$ cat src/sec_map.vh
// Constants of the serial EEPROM core: instruction codes, status layout, timing
`ifndef SEC_MAP_VH
`define SEC_MAP_VH
`define SEC_OP_LATCH_SET   8'h06
`define SEC_OP_LATCH_CLEAR 8'h04
`define SEC_OP_STAT_READ   8'h05
`define SEC_OP_STAT_WRITE  8'h01
`define SEC_OP_MEM_READ    8'h03
`define SEC_OP_MEM_WRITE   8'h02
`define SEC_STAT_ONES      4'hf
`define SEC_BIT_LAST       3'h7
`define SEC_BIT_FIRST      3'h0
`define SEC_PAGE_LAST      4'hf
`define SEC_ADDR_C0        8'hc0
`define SEC_ADDR_80        8'h80
`define SEC_PROG_NS        5000000
`define SEC_CLK_NS         8
`define SEC_ERASED         8'hff
`endif

$ cat src/sec_fifo.v
// Parameterised FIFO that holds page write data between serial link and array
`timescale 1ns/100ps
`default_nettype none
module sec_fifo #(
  parameter WIDTH = 12,
  parameter DEPTH = 8,
  parameter AW    = 3
) (
  input  wire             sys_clk,
  input  wire             reset_n,
  input  wire             flush,
  input  wire [WIDTH-1:0] in_data,
  input  wire             in_valid,
  output wire             in_ready,
  output reg  [WIDTH-1:0] out_data,
  output wire             out_valid,
  input  wire             out_ready
);
  reg [WIDTH-1:0] mem_r [0:DEPTH-1];
  reg [AW:0]      wp_r;
  reg [AW:0]      rp_r;
  wire            full  = (wp_r[AW] != rp_r[AW]) && (wp_r[AW-1:0] == rp_r[AW-1:0]);
  wire            empty = (wp_r == rp_r);
  assign in_ready  = !full;
  assign out_valid = !empty;
  // Storage write and combinational head
  always @(posedge sys_clk)
  begin
    if (in_valid && !full)
      mem_r[wp_r[AW-1:0]] <= in_data;
  end
  always @*
  begin
    out_data = mem_r[rp_r[AW-1:0]];
  end
  // Pointers
  always @(posedge sys_clk or negedge reset_n)
  begin
    if (!reset_n)
    begin
      wp_r <= {(AW+1){1'b0}};
      rp_r <= {(AW+1){1'b0}};
    end
    else if (flush)
    begin
      wp_r <= {(AW+1){1'b0}};
      rp_r <= {(AW+1){1'b0}};
    end
    else
    begin
      if (in_valid && !full)
        wp_r <= wp_r + 1'b1;
      if (out_ready && !empty)
        rp_r <= rp_r + 1'b1;
    end
  end
endmodule
`default_nettype wire

$ cat src/sec_mem.v
// Byte array of the EEPROM with registered read data
`timescale 1ns/100ps
`default_nettype none
`include "sec_map.vh"
module sec_mem #(
  parameter AW = 8
) (
  input  wire          sys_clk,
  input  wire [AW-1:0] rd_addr,
  output reg  [7:0]    rd_data,
  input  wire          wr_en,
  input  wire [AW-1:0] wr_addr,
  input  wire [7:0]    wr_data
);
  reg [7:0] mem_r [0:(1<<AW)-1];
  integer   i;
  // Array starts fully erased
  initial
  begin
    for (i = 0; i < (1<<AW); i = i + 1)
      mem_r[i] = `SEC_ERASED;
  end
  // Write port and registered read port
  always @(posedge sys_clk)
  begin
    if (wr_en)
      mem_r[wr_addr] <= wr_data;
    rd_data <= mem_r[rd_addr];
  end
endmodule
`default_nettype wire

$ cat src/sec_core.v
// Serial EEPROM core: link decode, write latch, status, hold, protect, programming
`timescale 1ns/100ps
`default_nettype none
`include "sec_map.vh"
module sec_core #(
  parameter PROG_CYCLES = (`SEC_PROG_NS + `SEC_CLK_NS - 1) / `SEC_CLK_NS,
  parameter DEPTH       = 8
) (
  input  wire sys_clk,
  input  wire reset_n,
  input  wire link_clk,
  input  wire sel_n,
  input  wire din,
  input  wire hold_n,
  input  wire wprot_n,
  output reg  dout,
  output reg  dout_oe,
  output reg  busy_out
);
  // ----------------------------------------------------------------
  // States
  // ----------------------------------------------------------------
  localparam [6:0] S_IDLE = 7'h01, S_OP = 7'h02, S_ADDR = 7'h04, S_RDAT = 7'h08,
                   S_WDAT = 7'h10, S_STAT = 7'h20, S_WAIT = 7'h40;
  // ----------------------------------------------------------------
  // Pin synchronisers
  // ----------------------------------------------------------------
  reg [4:0] s1_r;
  reg [4:0] s2_r;
  reg       clk_d_r;
  reg       hold_d_r;
  reg       sel_d_r;
  always @(posedge sys_clk or negedge reset_n)
  begin
    if (!reset_n)
    begin
      // Idle pin levels, so that no false clock edge follows reset
      s1_r     <= 5'h1c;
      s2_r     <= 5'h1c;
      clk_d_r  <= 1'b0;
      hold_d_r <= 1'b1;
      sel_d_r  <= 1'b1;
    end
    else
    begin
      s1_r     <= {sel_n, hold_n, wprot_n, link_clk, din};
      s2_r     <= s1_r;
      clk_d_r  <= s2_r[1];
      hold_d_r <= s2_r[3];
      sel_d_r  <= s2_r[4];
    end
  end
  wire sel    = !s2_r[4];
  wire wp_ok  = s2_r[2];
  wire c_lvl  = s2_r[1];
  wire d_lvl  = s2_r[0];
  wire c_rise = c_lvl && !clk_d_r;
  wire c_fall = !c_lvl && clk_d_r;
  wire s_fall = sel && sel_d_r;
  wire s_rise = !sel && !sel_d_r;
  // ----------------------------------------------------------------
  // State and registers
  // ----------------------------------------------------------------
  reg [6:0] st_r;
  reg       armed_r;
  reg       hold_r;
  reg       resume_oe_r;
  reg       latch_r;
  reg [1:0] prot_r;
  reg [1:0] prot_new_r;
  reg [7:0] sh_r;
  reg [2:0] bit_r;
  reg [7:0] op_r;
  reg [7:0] addr_r;
  reg [7:0] tx_r;
  reg       bytes_ok_r;
  reg       wp_fell_r;
  reg       prog_r;
  reg       stat_prog_r;
  reg [31:0] cnt_r;
  reg [7:0] base_r;
  wire [7:0] rd_data;
  wire [7:0] stat_byte = {`SEC_STAT_ONES, prot_r, latch_r, prog_r};
  wire [7:0] sh_nxt    = {sh_r[6:0], d_lvl};
  // Protected range check for one address
  function prot_hit;
    input [1:0] lvl;
    input [7:0] a;
    begin
      case (lvl)
        2'h0:    prot_hit = 1'b0;
        2'h1:    prot_hit = (a >= `SEC_ADDR_C0);
        2'h2:    prot_hit = (a >= `SEC_ADDR_80);
        default: prot_hit = 1'b1;
      endcase
    end
  endfunction
  // ----------------------------------------------------------------
  // Write data buffer and array
  // ----------------------------------------------------------------
  wire [11:0] f_out;
  wire        f_valid;
  wire        f_ready;
  wire        f_push = (st_r == S_WDAT) && c_rise && !hold_r && (bit_r == `SEC_BIT_LAST)
                       && f_ready;
  wire        f_pop  = prog_r && !stat_prog_r && f_valid;
  wire [7:0]  w_addr = {base_r[7:4], f_out[11:8]};
  wire        w_en   = f_pop && !prot_hit(prot_r, w_addr);
  sec_fifo #(.WIDTH(12), .DEPTH(DEPTH), .AW(3)) u_fifo (
    .sys_clk   (sys_clk),
    .reset_n   (reset_n),
    .flush     ((st_r == S_IDLE) && !prog_r),
    .in_data   ({addr_r[3:0], sh_nxt}),
    .in_valid  (f_push),
    .in_ready  (f_ready),
    .out_data  (f_out),
    .out_valid (f_valid),
    .out_ready (f_pop)
  );
  sec_mem #(.AW(8)) u_mem (
    .sys_clk (sys_clk),
    .rd_addr (addr_r),
    .rd_data (rd_data),
    .wr_en   (w_en),
    .wr_addr (w_addr),
    .wr_data (f_out[7:0])
  );
  // ----------------------------------------------------------------
  // Serial engine
  // ----------------------------------------------------------------
  always @(posedge sys_clk or negedge reset_n)
  begin
    if (!reset_n)
    begin
      st_r        <= S_IDLE;
      armed_r     <= 1'b0;
      hold_r      <= 1'b0;
      latch_r     <= 1'b0;
      prot_r      <= 2'h0;
      prot_new_r  <= 2'h0;
      sh_r        <= 8'h00;
      bit_r       <= `SEC_BIT_FIRST;
      op_r        <= 8'h00;
      addr_r      <= 8'h00;
      tx_r        <= 8'h00;
      bytes_ok_r  <= 1'b0;
      wp_fell_r   <= 1'b0;
      prog_r      <= 1'b0;
      stat_prog_r <= 1'b0;
      cnt_r       <= 32'h0;
      base_r      <= 8'h00;
      dout        <= 1'b0;
      dout_oe     <= 1'b0;
      busy_out    <= 1'b0;
      resume_oe_r <= 1'b0;
    end
    else
    begin
      busy_out <= prog_r;
      // Self-timed cycle; nothing but the counter ends it
      if (prog_r)
      begin
        if (cnt_r == PROG_CYCLES - 1)
        begin
          prog_r <= 1'b0;
          latch_r <= 1'b0;
          if (stat_prog_r)
            prot_r <= prot_new_r;
          stat_prog_r <= 1'b0;
        end
        cnt_r <= cnt_r + 32'h1;
      end
      // Hold edges only while selected and clock low
      if (sel && !c_lvl && hold_d_r && !s2_r[3])
      begin
        hold_r      <= 1'b1;
        resume_oe_r <= dout_oe;
      end
      else if (sel && !c_lvl && !hold_d_r && s2_r[3])
        hold_r <= 1'b0;
      if (!wp_ok)
      begin
        latch_r   <= 1'b0;
        wp_fell_r <= 1'b1;
      end
      if (s_fall)
      begin
        armed_r   <= 1'b1;
        st_r      <= S_OP;
        bit_r     <= `SEC_BIT_FIRST;
        wp_fell_r <= !wp_ok;
        bytes_ok_r <= 1'b0;
      end
      else if (!sel)
      begin
        dout_oe <= 1'b0;
        resume_oe_r <= 1'b0;
        if (!hold_r && s_rise && bytes_ok_r && !wp_fell_r && wp_ok && !prog_r)
        begin
          if (op_r == `SEC_OP_STAT_WRITE && st_r == S_WAIT)
          begin
            prog_r <= 1'b1;
            stat_prog_r <= 1'b1;
            cnt_r <= 32'h0;
            latch_r <= 1'b0;
          end
          else if (op_r == `SEC_OP_MEM_WRITE && st_r == S_WDAT)
          begin
            prog_r <= 1'b1;
            cnt_r <= 32'h0;
            base_r <= addr_r;
          end
        end
        st_r <= S_IDLE;
        bytes_ok_r <= 1'b0;
      end
      else if (hold_r)
        dout_oe <= 1'b0;
      else if (armed_r)
      begin
        // First bit of each read byte comes straight from the array port
        if (c_fall && st_r == S_RDAT && bit_r == `SEC_BIT_FIRST)
        begin
          dout    <= rd_data[7];
          dout_oe <= 1'b1;
          tx_r    <= {rd_data[6:0], 1'b0};
        end
        else if (c_fall && (st_r == S_RDAT || st_r == S_STAT))
        begin
          dout    <= tx_r[7];
          dout_oe <= 1'b1;
          tx_r    <= {tx_r[6:0], 1'b0};
        end
        if (c_rise)
        begin
          sh_r  <= sh_nxt;
          bit_r <= bit_r + 3'h1;
          bytes_ok_r <= 1'b0;
          case (st_r)
            S_OP:
              if (bit_r == `SEC_BIT_LAST)
              begin
                op_r <= sh_nxt;
                if (sh_nxt == `SEC_OP_LATCH_SET)
                begin
                  latch_r <= wp_ok;
                  st_r <= S_WAIT;
                end
                else if (sh_nxt == `SEC_OP_LATCH_CLEAR)
                begin
                  latch_r <= 1'b0;
                  st_r <= S_WAIT;
                end
                else if (sh_nxt == `SEC_OP_STAT_READ)
                begin
                  tx_r <= stat_byte;
                  st_r <= S_STAT;
                end
                else if (sh_nxt == `SEC_OP_STAT_WRITE)
                  st_r <= (latch_r && !prog_r) ? S_ADDR : S_WAIT;
                else if (sh_nxt == `SEC_OP_MEM_READ)
                  st_r <= prog_r ? S_WAIT : S_ADDR;
                else if (sh_nxt == `SEC_OP_MEM_WRITE)
                  st_r <= (latch_r && wp_ok && !prog_r) ? S_ADDR : S_WAIT;
                else
                  st_r <= S_WAIT;
              end
            S_ADDR:
              if (bit_r == `SEC_BIT_LAST)
              begin
                if (op_r == `SEC_OP_STAT_WRITE)
                begin
                  prot_new_r <= sh_nxt[3:2];
                  bytes_ok_r <= 1'b1;
                  st_r <= S_WAIT;
                end
                else
                begin
                  addr_r <= sh_nxt;
                  st_r <= (op_r == `SEC_OP_MEM_READ) ? S_RDAT : S_WDAT;
                end
              end
            S_RDAT:
              if (bit_r == `SEC_BIT_LAST)
                addr_r <= addr_r + 8'h01;
            S_WDAT:
              if (bit_r == `SEC_BIT_LAST)
              begin
                addr_r <= {addr_r[7:4], addr_r[3:0] + 4'h1};
                bytes_ok_r <= 1'b1;
              end
            S_STAT:
              if (bit_r == `SEC_BIT_LAST)
                st_r <= S_WAIT;
            default:
              begin
                bytes_ok_r <= 1'b0;
                st_r <= S_WAIT;
              end
          endcase
        end
        if (st_r == S_WAIT && op_r != `SEC_OP_STAT_WRITE)
          dout_oe <= 1'b0;
      end
      // Leaving hold drives the output again if hold had floated it
      if (hold_r && sel && !c_lvl && !hold_d_r && s2_r[3])
        dout_oe <= resume_oe_r;
    end
  end
endmodule
`default_nettype wire

$ cat config.mk
export PLATFORM = sky130hd
export DESIGN_NAME = sec_core
export DESIGN_NICKNAME = d
export VERILOG_FILES = /design/src/sec_fifo.v /design/src/sec_mem.v /design/src/sec_core.v
export VERILOG_INCLUDE_DIRS = /design/src
export SDC_FILE = /design/constraint.sdc
export NUM_CORES = 2
export LEC_CHECK = 0
export BUFFER_PORTS_ARGS = -buffer_cell sky130_fd_sc_hd__buf_2
export CAP_MARGIN = 30
export CORE_UTILIZATION = 50
export CTS_BUF_LIST = sky130_fd_sc_hd__clkbuf_2
export DETAILED_ROUTE_END_ITERATION = 6
export PLACE_DENSITY_LB_ADDON = 0.2
export SYNTH_ARGS = -nofsm -noshare
export SYNTH_HDL_FRONTEND = slang
export SYNTH_SLANG_ARGS = --single-unit
export TNS_END_PERCENT = 30
$ cat constraint.sdc
create_clock -name sys_clk -period 4.9 [get_ports sys_clk]
set_input_delay 0.245 -clock sys_clk [delete_from_list [all_inputs] [get_ports sys_clk]]
set_output_delay 0.245 -clock sys_clk [all_outputs]
set_load 0.02 [all_outputs]
# Word level (Yosys, flattened, before mapping)

Memory sizes are Yosys's and may differ from the RTL's. A register that Yosys moved wholly into a read port is not among the register bits.
Index checks and enable logic that the tools add are counted.
Widths: inputs -> output; s select.

Flip-flop bits (word level): 117
Memories kept: 2
Output and inout bits: 3
RAM bits: 2144

Add/sub/neg operators: 6
Reduce and logical (&&, ||, !) cells: 81
Bitwise logic cells: 5
Mux-type cells: 106
$lt $le $gt $ge: 2
Equal/unequal tests: 37

Memories:

| memory       | depth | bits a word | rd ports | clocked after Yosys merged registers in | wr ports | RTL line      | text |
|---|---|---|---|---|---|---|---|
| u_mem.mem_r  | 256   | 8           | 1        | 1                                       | 1        | sec_mem.v:15  | `reg [7:0] mem_r [0:(1<<AW)-1];` |
| u_fifo.mem_r | 8     | 12          | 1        | 0                                       | 1        | sec_fifo.v:19 | `reg [WIDTH-1:0] mem_r [0:DEPTH-1];` |

Operator list:

| operator              | count |
|---|---|
| $mux 32               | 6 |
| $mux 7                | 18 |
| $mux 8                | 11 |
| $mux 1                | 56 |
| $logic_and 1x1->1     | 38 |
| $add 32x1->32 const B | 1 |
| $eq 32x20->1 const B  | 1 |
| $eq 8x2->1 const B    | 4 |
| $pmux 7 s4            | 1 |
| $eq 8x3->1 const B    | 3 |
| $pmux 8 s3            | 1 |
| $mux 4                | 5 |
| $reduce_and 10->1     | 2 |
| $eq 8x1->1 const B    | 2 |
| $ge 8x8->1 const B    | 2 |
| $mux 3                | 5 |
| $reduce_and 5->1      | 3 |
| $logic_not 1->1       | 14 |
| $reduce_and 7->1      | 2 |
| $reduce_bool 2->1     | 7 |
| $add 4x1->4 const B   | 3 |
| $ne 2x1->1 const B    | 5 |
| $reduce_and 3->1      | 3 |
| $reduce_bool 3->1     | 3 |
| other kinds (33)      | 41 |

# Depth between registers and ports, before layout

Word-level depth: 16
Depth in mapped cells: 11
Gate-level depth less buffers: 8

# Modules after synthesis

A second synthesis with hierarchy kept.

Cells, all modules: 4459
Area total of the unflattened synthesis: 89234.3 um^2

Modules (own cells, without submodules):

| module   | times used | area an instance (um^2) | cells an instance |
|---|---|---|---|
| sec_mem  | 1          | 79556.3                 | 3733 |
| sec_core | 1          | 5348.9                  | 509 |
| sec_fifo | 1          | 4329.2                  | 217 |

# Worst setup path before layout

Ideal clock, no wire load.

Kind: flip-flop to flip-flop
Start point: reg u_fifo.rp_r[0]
End point: mem u_mem.mem_r[0][0], data pin
Slack: 1040 ps
Required time: 4345 ps
Period minus slack after synthesis: 3860 ps
Data arrival time: 3305 ps
Cell stages (with the launch flop): 6
Path buffers: 3
Path through: dfrtp_1 buf_6 buf_8 buf_1 mux4_2 mux2_2

Longest elaborated chain between the ends: 1

RTL lines:

| what                     | RTL line       | text |
|---|---|---|
| start: declaration       | sec_fifo.v:21  | `reg [AW:0] rp_r;` |
| start signal: assignment | sec_fifo.v:42  | `rp_r <= {(AW+1){1'b0}};` |
| start signal: assignment | sec_fifo.v:47  | `rp_r <= {(AW+1){1'b0}};` |
| start signal: assignment | sec_fifo.v:54  | `rp_r <= rp_r + 1'b1;` |
| $mem_v2 8x12             | -              |  |
| net f_out[0]             | sec_core.v:101 | `wire [11:0] f_out;` |
| end: declaration         | sec_mem.v:15   |  |

The timed path passes the listed nets, and every way through them passes these cells.

# Worst setup path after layout

Start point: reg u_fifo.rp_r[0]
End point: mem u_mem.mem_r[34][2] (netlist: u_mem.mem_r[17][2]) (enable)

Longest elaborated chain between the ends: 7
Elaborated cells on any way between the ends: 11

RTL lines:

| what                         | RTL line       | text |
|---|---|---|
| $mem_v2 8x12                 | -              |  |
| $ge 8x8->1 (no source line)  | -              |  |
| $pmux 1 s3                   | sec_core.v:90  | `case (lvl)` |
| $logic_not 1->1              | sec_core.v:108 | `wire w_en = f_pop && !prot_hit(prot_r, w_addr);` |
| $logic_and 1x1->1            | sec_core.v:108 |  |
| $mux 1                       | sec_mem.v:26   | `if (wr_en)` |
| $mux 1 (not written as such) | sec_mem.v:27   | `mem_r[wr_addr] <= wr_data;` |

Parallel ways exist; a longest one is shown, timed or not.

==> results_dict.tcl <==
set metrics [dict create \
    viasPerCell 6.02 \
    cpMaxStageDelayCell "nand2_2" \
    synth_compound_area_share_pct 3.47 \
    rsz0062_at_grt "no" \
    drtPass1Iterations 5 \
    p_per_area_nw_per_um2 342 \
    postSynthCellCount 4432 \
    max_stage_delay_ps 720 \
    rrSetupSlack_ps 970 \
    yosysSeqAreaShare_pct 76.1 \
    synthAdderAreaFrac_pct 0.0990 \
    vias 46900 \
    yosys.area.top_type "edfxtp_1" \
    core_area_um2 176000 \
    synth_top_family_by_area "multiplexers" \
    dieWidth_um 423 \
    post_cts_buffers 0 \
    worst_slew_pin_slew_ps 1250 \
    grt_pass1_vias 47800 \
    cts.sinks 2265 \
    drt_iter0_drc 4928 \
    clkTransAtPathRegs_ps 90 \
    synth_top_cell_area_share_pct 72.8 \
    seq_area_um2 67400 \
    slew_headroom_pct 16.4 \
    cp_max_fo 14 \
    startpoint_type "flop" \
    cts_buffers 578 \
    clock_latency_ps 1850 \
    crit_buf_inv 2 \
    drc_errors 0 \
    htree_levels 6 \
    synth_edf_count 2144 \
    area_growth_pct 10.5 \
    syn-cell-area_um2 88500 \
    netlist_top_cells_area "edfxtp_1 (73%), mux4_2 (12%), dfrtp_1 (2.9%), mux2i_1 (2.0%), nor2_1 (1.6%)" \
    yosys.area_share.simple_pct 3.74 \
    drive_above_1_share_pct 31.4 \
    gp_congestion 0.858 \
    port_buffers 9 \
    final_cell_area_um2 97800 \
    cts_hold_buf 25 \
    synth_seq_cells 2265 \
    fin_crit_sh_pct 80.2 \
    finalHoldViolations 0 \
    rows 154 \
    fin_nets 5070 \
    die_y_um 423 \
    place_area_um2 92600 \
    cts_root_buf "clkbuf_2" \
    ctsResizeCount 0 \
    die_area_um2 179000 \
    drv_slew 0 \
    fin_crit_ps 3930 \
    yosys.area_share.xor_xnor_pct 0.426 \
    outcome "completed" \
    totalWireLength_um 220000 \
    synth-main-ff-cell "edfxtp_1" \
    dp.cells 6787 \
    grt_use_total_pct 24.6 \
    overflow 0 \
    syn-num-nets 4446 \
    synth_mux_area_share_pct 14.5 \
    cp_top_family "simple AND/OR/NAND/NOR gates" \
    io_pins 10 \
    max_freq_ghz 0.254 \
    fin_skew_ps 136 \
    setup_violations 0 \
    layout_commonest_cell "edfxtp_1" \
    drv_cap 0 \
    synth_area_per_cell_um2 20.0 \
    multi_input_area_um2 19900 \
    dpl.hpwl_um 132000 \
    grt_pass1_wl_um 321000 \
    crit_chain "mux4_2 > mux2_2 > nor2_1 > nand2_2 > buf_4 > nor2_1 > buf_4" \
    synthArstFlopShare_pct 4.99 \
    wl_per_cell_um 28.3 \
    netlist-cell-type-count 79 \
    max-vdd-ir-drop_mv 0.258 \
    cp-end-kind "flop" \
    p_leak_nw 33.8 \
    most-common-layout-cells "edfxtp_1 (2144), clkbuf_2 (826), mux4_2 (472), nor2_1 (385), buf_4 (230)" \
    required_ps 6360 \
    ys_warn_count 0 \
    ant_nets 0 \
    criticalPathCategory "reg -> reg" \
    cp.arrival_ps 5390 \
    initial_core_util_pct 50.3 \
    cts_tree "done" \
    fin_cells 7780 \
    grt_start_max_net_pins 184 \
    tns_ps 0 \
    fillerInstances 13700 \
    clk_path_buf_depth 4 \
    hold_path.class "reg -> reg" \
    grt_antenna_before_repair 6 \
]
path summary, 6_finish.rpt:
path / startpoint / endpoint / cells after the start
max in group asynchronous: reset_n / dout$_DFFE_PN0P_ / 7
setup reg to reg: u_fifo.rp_r[0]$_DFFE_PN0P_ / u_mem.mem_r[17][2]$_DFFE_PP_ / 7
hold / removal: s1_r[2]$_DFF_PN1_ / s2_r[2]$_DFF_PN1_ / 0
min in group asynchronous: reset_n / base_r[5]$_DFFE_PN0P_ / 6
setup / recovery: u_fifo.rp_r[0]$_DFFE_PN0P_ / u_mem.mem_r[17][2]$_DFFE_PP_ / 7
hold reg to reg: s1_r[2]$_DFF_PN1_ / s2_r[2]$_DFF_PN1_ / 0
metrics by stage:
step / total power [mW] / worst slack [ps] / util, % / hold slack [ps]
after floorplan: 21.4 / 1040 / - / -50.6
after global placement: 21.5 / 955 / 52.5 / 339
after detailed placement: 21.5 / 1070 / 52.6 / 336
after CTS: 33.8 / 996 / 55.5 / 360
after global routing: 34.7 / 868 / 55.6 / 366
final: 33.4 / 970 / 55.6 / 360
synthesized netlist by cell type, drive strengths merged (6+ instances only):
cell type and number:
dfxtp 8, nor2 386, nor3 23, xor2 22
mux4 472, o21ai 32, buf 139, o22ai 25
o22a 8, or3 6, and2 6, nand4 18
inv 16, xnor2 21, mux2i 179, a211oi 22
and3 8, edfxtp 2144, nand2 116, dfstp 9
clkbuf 117, dfrtp 104, nand2b 20, o221ai 34
a31oi 15, nor4 48, o211ai 13, nand3 32
nand4b 6, a22o 7, a21oi 93, a221oi 10
ha 7, a22oi 140, a311oi 11, mux2 36
nor2b 21
metal layers:
layer	routed length, um	share of wire (%)	global-route usage, %
met2	104000	47	37.8
met3	19300	8.8	5.85
met5	0	0	0
met4	5780	2.6	8.58
met1	90400	41	34.8
power breakdown:
part | internal (mW) | switching [mW]
logic | 0.0684 | 0.0726
registers | 20.9 | 0.0457
clock network | 4.92 | 7.45
sequential cells by signal (all words and copies together) (netlist names), 5 cells and up:
signal	count
addr_r	8
st_r	7
s1_r	5
sh_r	7
u_fifo.mem_r	96
op_r	8
s2_r	5
u_mem.rd_data	8
tx_r	8
cnt_r	32
u_mem.mem_r	2048
kinds of logic after synthesis:
kind of cell,after synthesis
buf+inv,272
flops,2265
compound gates,438
xor+xnor,43
mux,687
fa+ha+maj,7
simple gates,720
layout make-up:
type                    instances  area share [%]
diodes                         13          0.0333
clock buffers                 824            4.22
clock inverters               127           0.750
inverters                      16          0.0614
multi-input cells            1895            20.3
flip-flops and latches       2265            68.9
well taps                    2340            2.99
repair buffers                300            2.70
No activity file was read; power rests on OpenSTA's default activity.
